## config.mk

```make
export PLATFORM = sky130hd
export DESIGN_NAME = mfp_config
export DESIGN_NICKNAME = d
export VERILOG_FILES = /design/src/hw/mfp_pkg.sv /design/src/hw/mfp_config.sv
export VERILOG_INCLUDE_DIRS = /design/src /design/src/hw
export SDC_FILE = /design/constraint.sdc
export NUM_CORES = 1
export LEC_CHECK = 0
export ABC_AREA = 1
export BUFFER_PORTS_ARGS = -buffer_cell sky130_fd_sc_hd__buf_4
export CORE_MARGIN = 2
export CORE_UTILIZATION = 47
export DETAILED_ROUTE_END_ITERATION = 12
export HOLD_SLACK_MARGIN = 0.06
export PLACE_DENSITY = 0.68
export SYNTH_ARGS = -nofsm -noshare
export SYNTH_HDL_FRONTEND = slang
export SYNTH_SLANG_ARGS = --single-unit
```

## constraint.sdc

```tcl
create_clock -name sys_clk_i -period 4.3 [get_ports sys_clk_i]
set_clock_uncertainty 0.05 [all_clocks]
set_input_delay 1.29 -clock sys_clk_i [delete_from_list [all_inputs] [get_ports sys_clk_i]]
set_output_delay 1.29 -clock sys_clk_i [all_outputs]
set_load 0.02 [all_outputs]
```

## src/hw/mfp_map.svh

```systemverilog
`ifndef MFP_MAP_SVH
`define MFP_MAP_SVH

// Register address and layout
`define MFP_ADDR_W 8
`define MFP_CFG2_ADDR 8'h20
`define MFP_CFG2_RESET 8'h00
`define MFP_BIT_PU_FIRST 7
`define MFP_BIT_MASK_RETRY 6
`define MFP_BIT_FILT_LONG 3
`define MFP_BIT_OUT_FUNC 2

// Field encodings
`define MFP_EN_PB 2'h0
`define MFP_EN_LEVEL_A 2'h1
`define MFP_EN_VOLTAGE_SENSE_INPUT 2'h2
`define MFP_MODE_ONLY_A 2'h0
`define MFP_MODE_STANDBY_REQUEST 2'h1
`define MFP_MODE_BOTH 2'h2

// Clock rate and filter times
`define MFP_CLK_MHZ 25
`define MFP_CLK_KHZ 25000
`define MFP_T_EN_SHORT_US 120
`define MFP_T_PB_SHORT_MS 200
`define MFP_T_EN_LONG_MS 50
`define MFP_T_PB_LONG_MS 600
`define MFP_EN_SHORT_CYC (`MFP_T_EN_SHORT_US * `MFP_CLK_MHZ)
`define MFP_PB_SHORT_CYC (`MFP_T_PB_SHORT_MS * `MFP_CLK_KHZ)
`define MFP_EN_LONG_CYC (`MFP_T_EN_LONG_MS * `MFP_CLK_KHZ)
`define MFP_PB_LONG_CYC (`MFP_T_PB_LONG_MS * `MFP_CLK_KHZ)
`define MFP_CNT_W 24

`endif

```

## src/hw/mfp_pkg.sv

```systemverilog
package mfp_pkg;
    // Register image, bit 7 first
    typedef struct packed {
        logic pu_first;
        logic mask_retry;
        logic [1:0] en_func;
        logic filt_long;
        logic out_func;
        logic [1:0] mode_func;
    } mfp_cfg_t;

    // Decoded enable-pin function
    typedef enum logic [1:0] {
        MFP_FN_PUSH_BUTTON,
        MFP_FN_LEVEL_ENABLE,
        MFP_FN_VOLTAGE_SENSE
    } mfp_en_fn_t;

    // Decoded mode/standby pin role
    typedef struct packed {
        logic mode_ctrl;
        logic standby_ctrl;
    } mfp_mode_role_t;
endpackage

```

## src/hw/mfp_config.sv

```systemverilog
`timescale 1ns/1ns
`include "mfp_map.svh"

// What this block does
// Holds the 8-bit pin configuration register at address 20h, loaded from non-volatile memory.
// With bit 7 set, supply arrival powers the device up to ACTIVE even if the enable pin says off.
// With bit 6 set, the fault retry counter is masked during first power-up until ACTIVE.
// Bits 5-4 pick push-button (0), level enable (1 or 3) or voltage sense (2).
// Bit 3 picks short (120us / 200ms) or long (50ms / 600ms) enable-pin filtering.
// The host changes the filter-length bit only in the initialize state.
// The host leaves the enable-pin function alone after memory load unless staging a program.
// Bit 2 set makes the output pin the active-low wake request.
// Bits 1-0 pick mode only (0 or 3), standby only (1) or mode plus standby (2).
// Bit 2 clear makes the output pin a plain output following the output-state bit.
module mfp_config #(
    parameter logic [`MFP_CNT_W-1:0] PB_SHORT_CYC = `MFP_CNT_W'(`MFP_PB_SHORT_CYC),
    parameter logic [`MFP_CNT_W-1:0] EN_LONG_CYC = `MFP_CNT_W'(`MFP_EN_LONG_CYC),
    parameter logic [`MFP_CNT_W-1:0] PB_LONG_CYC = `MFP_CNT_W'(`MFP_PB_LONG_CYC)
) (
    input wire logic sys_clk_i, // 25 MHz clock
    input wire logic rst_n_i, // Async reset, active low
    input wire logic [`MFP_ADDR_W-1:0] reg_addr_i, // Register address from I2C core
    input wire logic reg_wr_i, // Write strobe, one cycle
    input wire logic [7:0] reg_wdata_i, // Write data
    output logic [7:0] reg_rdata_o, // Read data, one cycle after address
    input wire logic nvm_load_i, // Default load strobe, one cycle
    input wire logic [7:0] nvm_data_i, // Default value from memory
    input wire logic system_supply_i, // Supply present, pin
    input wire logic enable_pin_i, // Enable / push-button / sense pin
    input wire logic mode_pin_i, // Mode / standby pin
    input wire logic active_state_i, // Sequencer is in ACTIVE
    input wire logic general_output_i, // Output-state bit
    input wire logic wake_req_i, // Wake request from sequencer
    output logic power_up_req_o, // Request to sequence up
    output logic retry_mask_o, // Ignore fault retry counter
    output logic enable_filtered_o, // Filtered enable pin level
    output logic out_pin_o, // Output / wake pin level
    output logic mode_ctrl_o, // Converter mode from pin
    output logic standby_request_o // Standby request from pin
);
    mfp_pkg::mfp_cfg_t cfg_reg;
    mfp_pkg::mfp_en_fn_t en_fn;
    mfp_pkg::mfp_mode_role_t mode_role;
    logic [2:0] sup_sync_reg;
    logic [1:0] en_sync_reg, mode_sync_reg;
    logic [`MFP_CNT_W-1:0] filt_cnt_reg, filt_len;
    logic filt_reg, first_pu_reg, fsd_hold_reg, pb_on_reg;
    logic supply_rise, filt_flip, sel_hit, pb_press;

    // Address decode; the register is the only thing at this slave
    assign sel_hit = (reg_addr_i == `MFP_CFG2_ADDR);

    // Memory load wins over a host write in the same cycle
    always_ff @(posedge sys_clk_i or negedge rst_n_i) begin
        if (!rst_n_i) begin
            cfg_reg <= `MFP_CFG2_RESET;
        end else if (nvm_load_i) begin
            cfg_reg <= nvm_data_i;
        end else if (reg_wr_i && sel_hit) begin
            cfg_reg <= reg_wdata_i;
        end
    end

    // Registered read; unmapped addresses read zero
    always_ff @(posedge sys_clk_i or negedge rst_n_i) begin
        if (!rst_n_i) begin
            reg_rdata_o <= 8'h00;
        end else begin
            reg_rdata_o <= sel_hit ? cfg_reg : 8'h00;
        end
    end

    // Pins come from outside; two flops, third flop only for edge finding
    always_ff @(posedge sys_clk_i or negedge rst_n_i) begin
        if (!rst_n_i) begin
            sup_sync_reg <= 3'h0;
            en_sync_reg <= 2'h0;
            mode_sync_reg <= 2'h0;
        end else begin
            sup_sync_reg <= {sup_sync_reg[1:0], system_supply_i};
            en_sync_reg <= {en_sync_reg[0], enable_pin_i};
            mode_sync_reg <= {mode_sync_reg[0], mode_pin_i};
        end
    end
    assign supply_rise = sup_sync_reg[1] && !sup_sync_reg[2];

    // Function decode; 3 aliases level enable
    assign en_fn = (cfg_reg.en_func == `MFP_EN_PB) ? mfp_pkg::MFP_FN_PUSH_BUTTON :
                   (cfg_reg.en_func == `MFP_EN_VOLTAGE_SENSE_INPUT) ? mfp_pkg::MFP_FN_VOLTAGE_SENSE :
                   mfp_pkg::MFP_FN_LEVEL_ENABLE;

    // Filter length from function and length bit
    assign filt_len = (en_fn == mfp_pkg::MFP_FN_PUSH_BUTTON) ?
                      (cfg_reg.filt_long ? PB_LONG_CYC : PB_SHORT_CYC) :
                      (cfg_reg.filt_long ? EN_LONG_CYC : `MFP_CNT_W'(`MFP_EN_SHORT_CYC));
    assign filt_flip = (en_sync_reg[1] != filt_reg) && (filt_cnt_reg >= filt_len - 1'b1);

    // Pin must hold its new level for the full length before the filter follows;
    // a length change mid-count may shorten one filter period, hence initialize-only writes
    always_ff @(posedge sys_clk_i or negedge rst_n_i) begin
        if (!rst_n_i) begin
            filt_cnt_reg <= '0;
            filt_reg <= 1'b0;
        end else if (en_sync_reg[1] == filt_reg || filt_flip) begin
            filt_cnt_reg <= '0;
            filt_reg <= filt_flip ? en_sync_reg[1] : filt_reg;
        end else begin
            filt_cnt_reg <= filt_cnt_reg + 1'b1;
        end
    end
    assign pb_press = filt_flip && !en_sync_reg[1];

    // Push-button press (pin low) toggles the on request
    always_ff @(posedge sys_clk_i or negedge rst_n_i) begin
        if (!rst_n_i) begin
            pb_on_reg <= 1'b0;
        end else if (en_fn != mfp_pkg::MFP_FN_PUSH_BUTTON) begin
            pb_on_reg <= 1'b0;
        end else if (pb_press) begin
            pb_on_reg <= !pb_on_reg;
        end
    end

    // First-supply power-up holds until ACTIVE, overriding an off level
    always_ff @(posedge sys_clk_i or negedge rst_n_i) begin
        if (!rst_n_i) begin
            fsd_hold_reg <= 1'b0;
            first_pu_reg <= 1'b1;
        end else begin
            if (supply_rise && cfg_reg.pu_first) begin
                fsd_hold_reg <= 1'b1;
            end else if (active_state_i) begin
                fsd_hold_reg <= 1'b0;
            end
            if (active_state_i) begin
                first_pu_reg <= 1'b0;
            end
        end
    end

    // Output stage, all from flops
    assign mode_role.mode_ctrl = (cfg_reg.mode_func != `MFP_MODE_STANDBY_REQUEST);
    assign mode_role.standby_ctrl = (cfg_reg.mode_func == `MFP_MODE_STANDBY_REQUEST) ||
                                    (cfg_reg.mode_func == `MFP_MODE_BOTH);
    always_ff @(posedge sys_clk_i or negedge rst_n_i) begin
        if (!rst_n_i) begin
            power_up_req_o <= 1'b0;
            retry_mask_o <= 1'b0;
            enable_filtered_o <= 1'b0;
            out_pin_o <= 1'b0;
            mode_ctrl_o <= 1'b0;
            standby_request_o <= 1'b0;
        end else begin
            power_up_req_o <= fsd_hold_reg || pb_on_reg ||
                              (en_fn != mfp_pkg::MFP_FN_PUSH_BUTTON && filt_reg);
            retry_mask_o <= cfg_reg.mask_retry && first_pu_reg && !active_state_i;
            enable_filtered_o <= filt_reg;
            out_pin_o <= cfg_reg.out_func ? !wake_req_i : general_output_i;
            mode_ctrl_o <= mode_role.mode_ctrl && mode_sync_reg[1];
            standby_request_o <= mode_role.standby_ctrl && mode_sync_reg[1];
        end
    end
endmodule

```

# --- Yosys cells after proc, flatten, opt, wreduce, memory -nomap -nowiden ---
# Index checks and enable logic that the tools add are counted.
classes:
  n_addsub: 2
  n_lt_le_gt_ge: 1
  eq_ne: 7
  muxes: 14
  n_reduce_logical: 26
op_table:
  columns: ["op", "n"]
  rows:
  - ["2-to-1 mux 24 bit", 3]
  - ["adder 24 x 1 -> 24 bit (second input constant)", 1]
  - [">= comparator 24 bit", 1]
  - ["2-to-1 mux 8 bit", 3]
  - ["subtractor 24 x 1 -> 24 bit (second input constant)", 1]
  - ["2-to-1 mux 21 bit", 1]
  - ["logical AND 1 bit", 10]
  - ["equality test 8 x 6 -> 1 bit (second input constant)", 1]
  - ["nonzero test 2 bit", 4]
  - ["zero test 1 bit", 5]
  - ["2-to-1 mux 1 bit", 5]
  - ["equality test 2 bit (second input constant)", 2]
  - ["zero test 2 bit", 2]
  - ["logical OR 1 bit", 4]
  - ["2-to-1 mux 2 bit", 2]
  - ["equality test 2 x 1 -> 1 bit (second input constant)", 1]
  - ["!= test 2 x 1 -> 1 bit (second input constant)", 1]
  - ["AND reduction 2 bit", 1]
  - ["equality test 1 bit", 1]
  - ["!= test 1 bit", 1]
totals:
  regBits: 57
  output_inout_bits: 14

# --- Depth between registers and ports, before layout ---
# Gate-level depths: netlist of the first run.
logic_depth:
  ltp_word: 11
  ltp_mapped: 15
  mapped_depth_nobuf: 15

# --- Worst setup path before layout of the first run ---
# OpenSTA, ideal clock, no wires.
synth_timing:
  path_type: "in2reg"
  startpoint: "input reg_addr_i[3]"
  endpoint: "register cfg_reg[3] (netlist bit)"
  setup_time_ns: 0.127
  t_arrival_ns: 2.137
  setup_slack_ns: 1.987
  stages: 6
  n_path_buf: 1
  cell_sequence: "or2_0 > nor4_2 > nand2_1 > nand2_2 > buf_6 > o21ai_0"
synth_between:
  elab_chain_cells: 3
synth_lines:
  columns: ["item", "line_no", "rtl"]
  rows:
  - ["start, declared", "mfp_config.sv:22", "input wire logic [`MFP_ADDR_W-1:0] reg_addr_i,"]
  - ["equality test 8 x 6 -> 1 bit (no source line)", null, null]
  - ["logical AND 1 bit", "mfp_config.sv:59", "end else if (reg_wr_i && sel_hit) begin"]
  - ["nonzero test 2 bit (no source line)", null, null]
  - ["end signal, assigned", "mfp_config.sv:56", "cfg_reg <= `MFP_CFG2_RESET;"]
  - ["end signal, assigned", "mfp_config.sv:58", "cfg_reg <= nvm_data_i;"]
  - ["end signal, assigned", "mfp_config.sv:60", "cfg_reg <= reg_wdata_i;"]
  - ["end, declared", "mfp_config.sv:41", "mfp_pkg::mfp_cfg_t cfg_reg;"]
# Every way passes these cells.
# A chain may end at the register's enable or synchronous reset.

# --- Worst setup path after layout of the first run ---
layout_timing:
  startpoint: "register cfg_reg[5] (netlist bit)"
  endpoint: "register filt_cnt_reg[6]"
layout_between:
  elab_chain_cells: 10
layout_lines:
  columns: ["item", "line_no", "rtl"]
  rows:
  - ["equality test 2 bit (no source line)", null, null]
  - ["2-to-1 mux 2 bit", "mfp_config.sv:89", "(cfg_reg.en_func == `MFP_EN_VOLTAGE_SENSE_INPUT) ? mfp_pkg::MFP_FN_VOLTAGE_SENSE :"]
  - ["2-to-1 mux 2 bit *", "mfp_config.sv:88", "assign en_fn = (cfg_reg.en_func == `MFP_EN_PB) ? mfp_pkg::MFP_FN_PUSH_BUTTON :"]
  - ["zero test 2 bit *", "mfp_config.sv:93", "assign filt_len = (en_fn == mfp_pkg::MFP_FN_PUSH_BUTTON) ?"]
  - ["2-to-1 mux 24 bit *", "mfp_config.sv:93", null]
  - ["subtractor 24 x 1 -> 24 bit *", "mfp_config.sv:96", "assign filt_flip = (en_sync_reg[1] != filt_reg) && (filt_cnt_reg >= filt_len - 1'b1);"]
  - [">= comparator 24 bit *", "mfp_config.sv:96", null]
  - ["logical AND 1 bit *", "mfp_config.sv:96", null]
  - ["logical OR 1 bit *", "mfp_config.sv:104", "end else if (en_sync_reg[1] == filt_reg || filt_flip) begin"]
  - ["2-to-1 mux 24 bit *", "mfp_config.sv:104", null]
  - ["end signal, assigned", "mfp_config.sv:108", "filt_cnt_reg <= filt_cnt_reg + 1'b1;"]
  - ["end, declared", "mfp_config.sv:46", "logic [`MFP_CNT_W-1:0] filt_cnt_reg, filt_len;"]
# Every way passes the cells marked *; elsewhere a longest branch is shown, timed or not.

==> results of run 1 <==
[path summary, 6_finish.rpt]
check,startpoint,end
setup / recovery,cfg_reg[5],filt_cnt_reg[6]
hold / removal,mode_sync_reg[0],mode_sync_reg[1]
setup reg to reg,cfg_reg[5],filt_cnt_reg[6]
hold reg to reg,mode_sync_reg[0],mode_sync_reg[1]
max in group asynchronous,rst_n_i,retry_mask_o
min in group asynchronous,rst_n_i,filt_cnt_reg[18]
[through the flow]
step | total power [mW] | std cells
2_1_floorplan | 0.645 | 386
3_3_place_gp | 0.698 | 506
3_5_place_dp | 0.701 | 506
4_1_cts | 1.25 | 522
5_1_grt | 1.30 | 522
6_report | 1.24 | 522
[synthesized netlist by cell type]
cell type and count:
a21o_1 2, a21o_2 1, a21oi_1 7, buf_2 1, buf_4 1, buf_6 2, clkinv_1 1, conb_1 1
dfrtp_1 56, dfstp_2 1, ha_1 23, inv_1 49, inv_2 3, nand2_1 102, nand2_2 3, nand2_4 1
nand3_1 12, nand3_2 1, nand3_4 1, nand3b_1 1, nand4_1 7, nand4_4 1, nor2_1 60, nor2_2 4
nor2_4 3, nor3_1 9, nor3_2 2, nor3_4 1, nor4_2 1, o211ai_1 1, o21ai_0 12, o22ai_1 1
or2_0 1, or2_1 1, xnor2_1 7, xor2_1 6
[report_power, final]
part | internal (mW) | switching (mW)
sequential | 0.554 | 0.00857
combinational | 0.0508 | 0.0748
clock | 0.326 | 0.225
total | 0.931 | 0.309
[worst max-delay path, cell delays in order (launching register included)]
cell	delay [ns]
dfrtp_1	0.38
nor2_1	0.41
inv_1	0.16
nor2_1	0.16
inv_1	0.11
ha_1	0.30
nand2_1	0.09
inv_1	0.04
nand2_1	0.05
nand2_1	0.04
a21oi_1	0.25
nand4_4	0.37
nor3_1	0.26
[logic make-up (layout without fill, tap and decap cells)]
logic type,count (synthesis),count (layout),share of synthesized area (%)
adders and majority gates,23,23,9.10
DFF,57,57,45.1
other,1,1,0.119
and+or+nand+nor,211,211,30.5
xor gates and xnor gates,13,13,3.60
buffers and inverters,57,116,7.40
AOI/OAI and AO/OA,24,24,4.19
[cell type report]
cell class                      count  share of cell area, %
Timing Repair Buffer               47                   9.30
Inverter                           53                   5.24
Clock inverter                      7                   2.47
Tap cell                           77                   2.54
Sequential cell                    57                   37.6
Clock buffer                        9                   3.26
Multi-Input combinational cell    272                   39.6
[metal layers]
layer | GRT usage, % | wire [um] | vias up
met5 | 0 | 0 | -
met2 | 34.0 | 3080 | 74
li1 | - | - | 1318
met1 | 25.2 | 3040 | 1184
met3 | 5.29 | 346 | 9
met4 | 6.78 | 60 | 0
==> results.cfg, run 1 <==
[global_route]
grt_pass1_wl_um = 11900
antenna_found_initial = 0
overflow = 0
grt_use_total_pct = 20.2
grt_pass1_vias = 2739
grt_max_degree = 58

[floorplan]
rows = 29
chipHeight_um = 86.0
die_x_um = 86.0
coreArea_mm2 = 0.00642
start_util_pct = 49.2
die_area_mm2 = 0.00740
ioPinCount = 48

[logic_synthesis]
synth_top_area_share_pct = 44.3
synth_cell_types = 36
ys.warnings.count = 0
syn_inst = 386
synth-seq-cells = 57
seq_area_frac_synth_pct = 45.1
syn_area_mm2 = 0.00316
synthesis.nets = 443
avgSynthCellArea_um2 = 8.19
yosys-top-cells-area = dfrtp_1 44%, nand2_1 12%, ha_1 9.1%
synth_top_cell_by_area = dfrtp_1

[sta]
fin_setup_tns_ns = 0
drv_slew = 0
setup_ws_ns = 1.52
finalSetupViolations = 0
timing.hold.ws_ns = 0.304
rsz0062_at_grt = no
period_needed_ns = 2.78
max_clock_freq_mhz = 360
tightest_slew_ns = 0.695
period_share_pct = 64.6
final-hold-violation-count = 0
slew_headroom_pct = 53.7

[cts]
ctsRootBufferMaster = clkbuf_8
ctsResizeCount = 0
cts_buffer_depth = 2
cts_tree = done
cts_setup_buffers = 0
insertion_delay_ns = 0.33
path_clk_slew_ns = 0.07
clock-sinks = 57
cts_buffers = 9
hold_buffers = 0
htreeDepth = 3

[route]
avgRoutedWirePerCell_um = 12.5
routed_wirelength_um = 6530
final_antenna_net_count = 0
via_per_inst = 4.95
drc = 0
vias = 2585
firstDrtPassIters = 4
first_iter_violations = 151

[pwr]
leakagePower_nw = 1.97
powerDensity_mw_per_mm2 = 327
peakVddDrop_uv = 180

[placed_design]
dpl_cell_area_mm2 = 0.00358
gp_congestion = 0.869
dp_hpwl_um = 4980
pre_cts_ws_ns = 1.51
place.port_buffers = 47

[worst_setup_path]
crit_type = register to register
cp-end-kind = register
r2r_slack_ns = 1.52
critPathArrivalTime_ns = 2.96
rr_worst_depth = 12
critPathMaxFanout = 24
cp.required_ns = 4.48
startpoint_type = register

[final_layout]
fillers = 570
final_cell_mix = 102 x nand2_1, 60 x nor2_1, 56 x dfrtp_1, 49 x inv_1, 47 x buf_4
stdcell_area_mm2 = 0.00379
antenna_cells = 0
layout-drive-gt1-share_pct = 19.3
layout.nets = 497
utilization_pct = 59.1
largest_reg_flops = 24
register_area_mm2 = 0.00143
area_delta_synth_final_pct = 20.0
multi_input_area_mm2 = 0.00150
final_common_cell = nand2_1

[status]
status = completed

[min_path]
holdCritPathClass = register to register
hold_depth = 0

[job]
drv_cap = 0
No activity file was read; power rests on OpenSTA's default activity.
==> run 2: changes to the inputs <==
Settings changed: PLACE_DENSITY 0.68 to 0.71.
Clock period 4.3 ns to 2.54 ns, I/O delays scaled along.
==> results.cfg, run 2 (synthesis results as in run 1) <==
[route]
via_per_inst = 4.94
routed_wirelength_um = 6990
vias = 2605
final_antenna_net_count = 0
avgRoutedWirePerCell_um = 13.3
first_iter_violations = 115
drc = 0
firstDrtPassIters = 4

[floorplan]
coreArea_mm2 = 0.00642
die_x_um = 86.0
ioPinCount = 48
rows = 29
chipHeight_um = 86.0
die_area_mm2 = 0.00740
start_util_pct = 49.2

[worst_setup_path]
crit_type = register to register
r2r-end = filt_cnt_reg[9]
critPathArrivalTime_ns = 2.46
startpoint_type = register
r2r_slack_ns = 0.25
reg2reg_from = cfg_reg[5]
critPathMaxFanout = 12
cp-end-kind = register
cp.required_ns = 2.70
rr_worst_depth = 12

[sta]
max_clock_freq_mhz = 436
slew_headroom_pct = 52.9
finalSetupViolations = 0
drv_slew = 0
tightest_slew_ns = 0.707
final-hold-violation-count = 0
period_needed_ns = 2.29
period_share_pct = 90.3

[final_layout]
final_common_cell = nand2_1
layout-drive-gt1-share_pct = 21.8
largest_reg_flops = 24
register_area_mm2 = 0.00143
fillers = 593
antenna_cells = 0
layout.nets = 502
multi_input_area_mm2 = 0.00157
utilization_pct = 60.5
area_delta_synth_final_pct = 22.9
finalNonFillerCells = 527
final_cell_mix = 100 x nand2_1, 57 x nor2_1, 56 x dfrtp_1, 50 x buf_4, 49 x inv_1

[min_path]
hold_depth = 0
min_to = mode_sync_reg[1]
holdCritPathClass = register to register
hold_start = mode_sync_reg[0]

[placed_design]
dp_hpwl_um = 4940
gp_congestion = 0.916
place.port_buffers = 47
dp.cells = 507

[global_route]
grt_max_degree = 58
antenna_found_initial = 0
grt_use_total_pct = 20.8
overflow = 0
grt_pass1_vias = 2649
grt_pass1_wl_um = 12000

[cts]
htreeDepth = 3
hold_buffers = 0
clock-sinks = 57
ctsRootBufferMaster = clkbuf_8
cts_buffers = 9
cts_tree = done
cts_buffer_depth = 2
insertion_delay_ns = 0.34
path_clk_slew_ns = 0.06

[pwr]
total_power_mw = 2.09
peakVddDrop_uv = 391
powerDensity_mw_per_mm2 = 539
leakagePower_nw = 2.01

[status]
status = completed

[job]
drv_cap = 0
[run 2: cell count changes in the layout (fill, tap and decap cells not counted), moves of 3 or more]
cell | previous run | this run
nor2_2 | 4 | 7
nor2_1 | 60 | 57
clkbuf_8 | 9 | 12
buf_4 | 47 | 50
[run 2: stage by stage]
step                      instance area (um2)  hold slack [ns]  setup TNS (ns)  setup slack, ns
after CTS                                3820            0.303               0           0.0825
after global routing                     3890            0.305         -0.0148          -0.0110
final                                    3890            0.299               0            0.246
after global placement                   3580            0.283               0            0.142
after detailed placement                 3580            0.287         -0.0148          -0.0148
after floorplan                          3160            0.281               0            0.285
[run 2: final cells by class]
type	instances	area share, %
flip-flops and latches	57	36.7
inverters	53	5.12
multi-input cells	274	40.5
clock buffers	12	4.25
repair buffers	50	9.66
clock inverters	4	1.29
well taps	77	2.48
[run 2: metal layers]
metal  part of all wire (%)  GRT usage [%]
met4                    2.6           8.08
met5                      0              0
met2                     47           33.7
met1                     44           26.0
met3                    6.3           6.45
[run 2: power breakdown]
part	internal, mW	total, mW	switching (mW)
logic	0.0923	0.230	0.137
registers	0.939	0.953	0.0137
clock network	0.531	0.911	0.380
total	1.56	2.09	0.531
[run 2: how the worst max path moves through the flow]
stage / start / end / slack, ns / cells after the start
2_1_floorplan: cfg_reg[5] / filt_cnt_reg[22] / 0.28 / 13
3_3_place_gp: cfg_reg[5] / filt_cnt_reg[7] / 0.14 / 12
3_5_place_dp: cfg_reg[4] / filt_cnt_reg[7] / -0.01 / 12
4_1_cts: cfg_reg[4] / filt_cnt_reg[3] / 0.08 / 12
5_1_grt: cfg_reg[4] / pb_on_reg / -0.01 / 14
6_report: cfg_reg[5] / filt_cnt_reg[9] / 0.25 / 12
[run 2: timing repair]
item	in CTS	in global routing
gates resized for setup	2	8
cloned	1	1
pin swaps	1	4
setup buffers	0	2
setup endpoints to repair	2	26
[run 2: worst max-delay path, stage by stage, from the launching register on]
cell and delay [ns]:
dfrtp_1 0.37, nor2_1 0.13, inv_1 0.11, nor2_2 0.12, inv_1 0.12, ha_1 0.31, nand2_1 0.08, nor2_2 0.18
nand2_1 0.10, nor2_1 0.14, nand2_2 0.16, nand4_4 0.23, nor2_1 0.07
==> run 3: changes to the inputs <==
Settings changed: CORE_UTILIZATION 47 to 40, CTS_BUF_LIST from default to sky130_fd_sc_hd__clkbuf_8, PLACE_DENSITY 0.71 to default.
==> results.cfg, run 3 (synthesis results as in run 1) <==
[status]
status = completed

[sta]
slew_headroom_pct = 51.0
final-hold-violation-count = 0
max_clock_freq_mhz = 420
period_needed_ns = 2.38
rsz0062_at_grt = no
tightest_slew_ns = 0.735
setup_ws_ns = 0.158
period_share_pct = 93.8
finalSetupViolations = 0
drv_slew = 0

[global_route]
overflow = 0
grt_pass1_vias = 2601
antenna_found_initial = 0
grt_pass1_wl_um = 12000
grt_max_degree = 58
grt_use_total_pct = 17.9

[pwr]
leakagePower_nw = 2.00
total_power_mw = 2.03
powerDensity_mw_per_mm2 = 520
peakVddDrop_uv = 232

[min_path]
hold_depth = 0
hold_start = mode_sync_reg[0]
min_to = mode_sync_reg[1]
holdCritPathClass = register to register

[cts]
clock-sinks = 57
hold_buffers = 0
ctsRootBufferMaster = clkbuf_8
cts_buffers = 9
cts_buffer_depth = 2
cts_setup_buffers = 0
htreeDepth = 3
cts_tree = done
insertion_delay_ns = 0.34
path_clk_slew_ns = 0.07

[route]
firstDrtPassIters = 5
first_iter_violations = 94
routed_wirelength_um = 7110
vias = 2654
drc = 0
final_antenna_net_count = 0
via_per_inst = 4.82
avgRoutedWirePerCell_um = 12.9

[placed_design]
dp_hpwl_um = 5110
dpl_cell_area_mm2 = 0.00362
gp_congestion = 0.889
pre_cts_ws_ns = -0.000952
dp.cells = 533
place.port_buffers = 47

[floorplan]
die_x_um = 92.9
die_area_mm2 = 0.00864
start_util_pct = 41.1
ioPinCount = 48
chipHeight_um = 92.9
rows = 32
coreArea_mm2 = 0.00769

[final_layout]
layout.nets = 501
largest_reg_flops = 24
final_common_cell = nand2_1
area_delta_synth_final_pct = 23.1
antenna_cells = 0
utilization_pct = 50.7
stdcell_area_mm2 = 0.00389
layout-drive-gt1-share_pct = 21.6
final_cell_mix = 100 x nand2_1, 56 x nor2_1, 56 x dfrtp_1, 50 x inv_1, 49 x buf_4
fillers = 761
finalNonFillerCells = 551

[worst_setup_path]
r2r_slack_ns = 0.16
cp_slowest_stage_delay_ns = 0.41
critPathSlowestCell = dfrtp_1
crit_type = register to register
reg2reg_from = cfg_reg[5]
path_cells = nor2_4 -> inv_1 -> nor2_2 -> inv_1 -> ha_1 -> nand2_1 -> inv_1 -> nand2_1 -> nand2_1 -> a21oi_4 -> nand4_2 -> a21oi_1
r2r-end = filt_cnt_reg[22]
cp.required_ns = 2.75
critPathArrivalTime_ns = 2.60
cp-end-kind = register
startpoint_type = register
critPathMaxFanout = 6
rr_worst_depth = 12

[job]
drv_cap = 0
run 3: changes by cell type in the layout (fill, tap and decap cells not counted), sizes merged:
| cell | before | now |
|---|---|---|
| inv | 52 | 53 |
| clkbuf | 12 | 10 |
| clkinv | 2 | 3 |
| buf | 50 | 49 |
run 3: critical path: cells and delay by family, from the launching register on:
kind / cells / cell delay (ns)
AO/OA/AOI/OAI: 2 / 0.46
adder cells (fa/ha/maj): 1 / 0.30
buffers and inverters: 3 / 0.25
flip-flops: 1 / 0.41
AND/OR/NAND/NOR: 6 / 0.84
run 3: worst max-delay path by stage:
stage	from	to	slack, ns	depth (start not counted)
3_5_place_dp	cfg_reg[5]	filt_cnt_reg[7]	-0.001	12
2_1_floorplan	cfg_reg[5]	filt_cnt_reg[22]	0.28	13
3_3_place_gp	cfg_reg[5]	filt_cnt_reg[2]	0.09	12
6_report	cfg_reg[5]	filt_cnt_reg[22]	0.16	12
4_1_cts	cfg_reg[5]	pb_on_reg	0.04	14
5_1_grt	cfg_reg[5]	filt_cnt_reg[22]	0.01	12
run 3: layout make-up:
type	instances	area (um2)	area share [%]
flip-flops and latches	57	1430	36.7
well taps	102	128	3.28
inverters	53	199	5.11
multi-input cells	274	1580	40.5
repair buffers	49	368	9.44
clock buffers	10	138	3.53
clock inverters	6	58.8	1.51
run 3: stage by stage:
stage	TNS, ns	hold WS [ns]
4_1_cts	0	0.302
6_report	0	0.300
2_1_floorplan	0	0.281
3_5_place_dp	-0.000952	0.286
3_3_place_gp	0	0.283
5_1_grt	0	0.310
run 3: what timing repair did:
action	in CTS	in global routing
setup endpoints to repair	2	26
resized for setup	2	10
cloned	1	1
pin swaps	1	1
hold endpoints to repair	0	0
run 3: report_power, final:
part / switching, mW / total [mW] / internal [mW]
sequential: 0.0159 / 0.955 / 0.939
combinational: 0.136 / 0.230 / 0.0938
clock: 0.369 / 0.841 / 0.472
total: 0.521 / 2.03 / 1.50
run 3: per-layer routing:
layer | part of all wire (%) | global-route usage [%] | wire length, um | vias up
met3 | 6.5 | 6.51 | 462 | 19
met5 | 0 | 0 | 0 | -
met2 | 46 | 27.7 | 3270 | 81
met1 | 45 | 23.2 | 3210 | 1224
li1 | - | - | - | 1330
met4 | 2.3 | 6.37 | 165 | 0
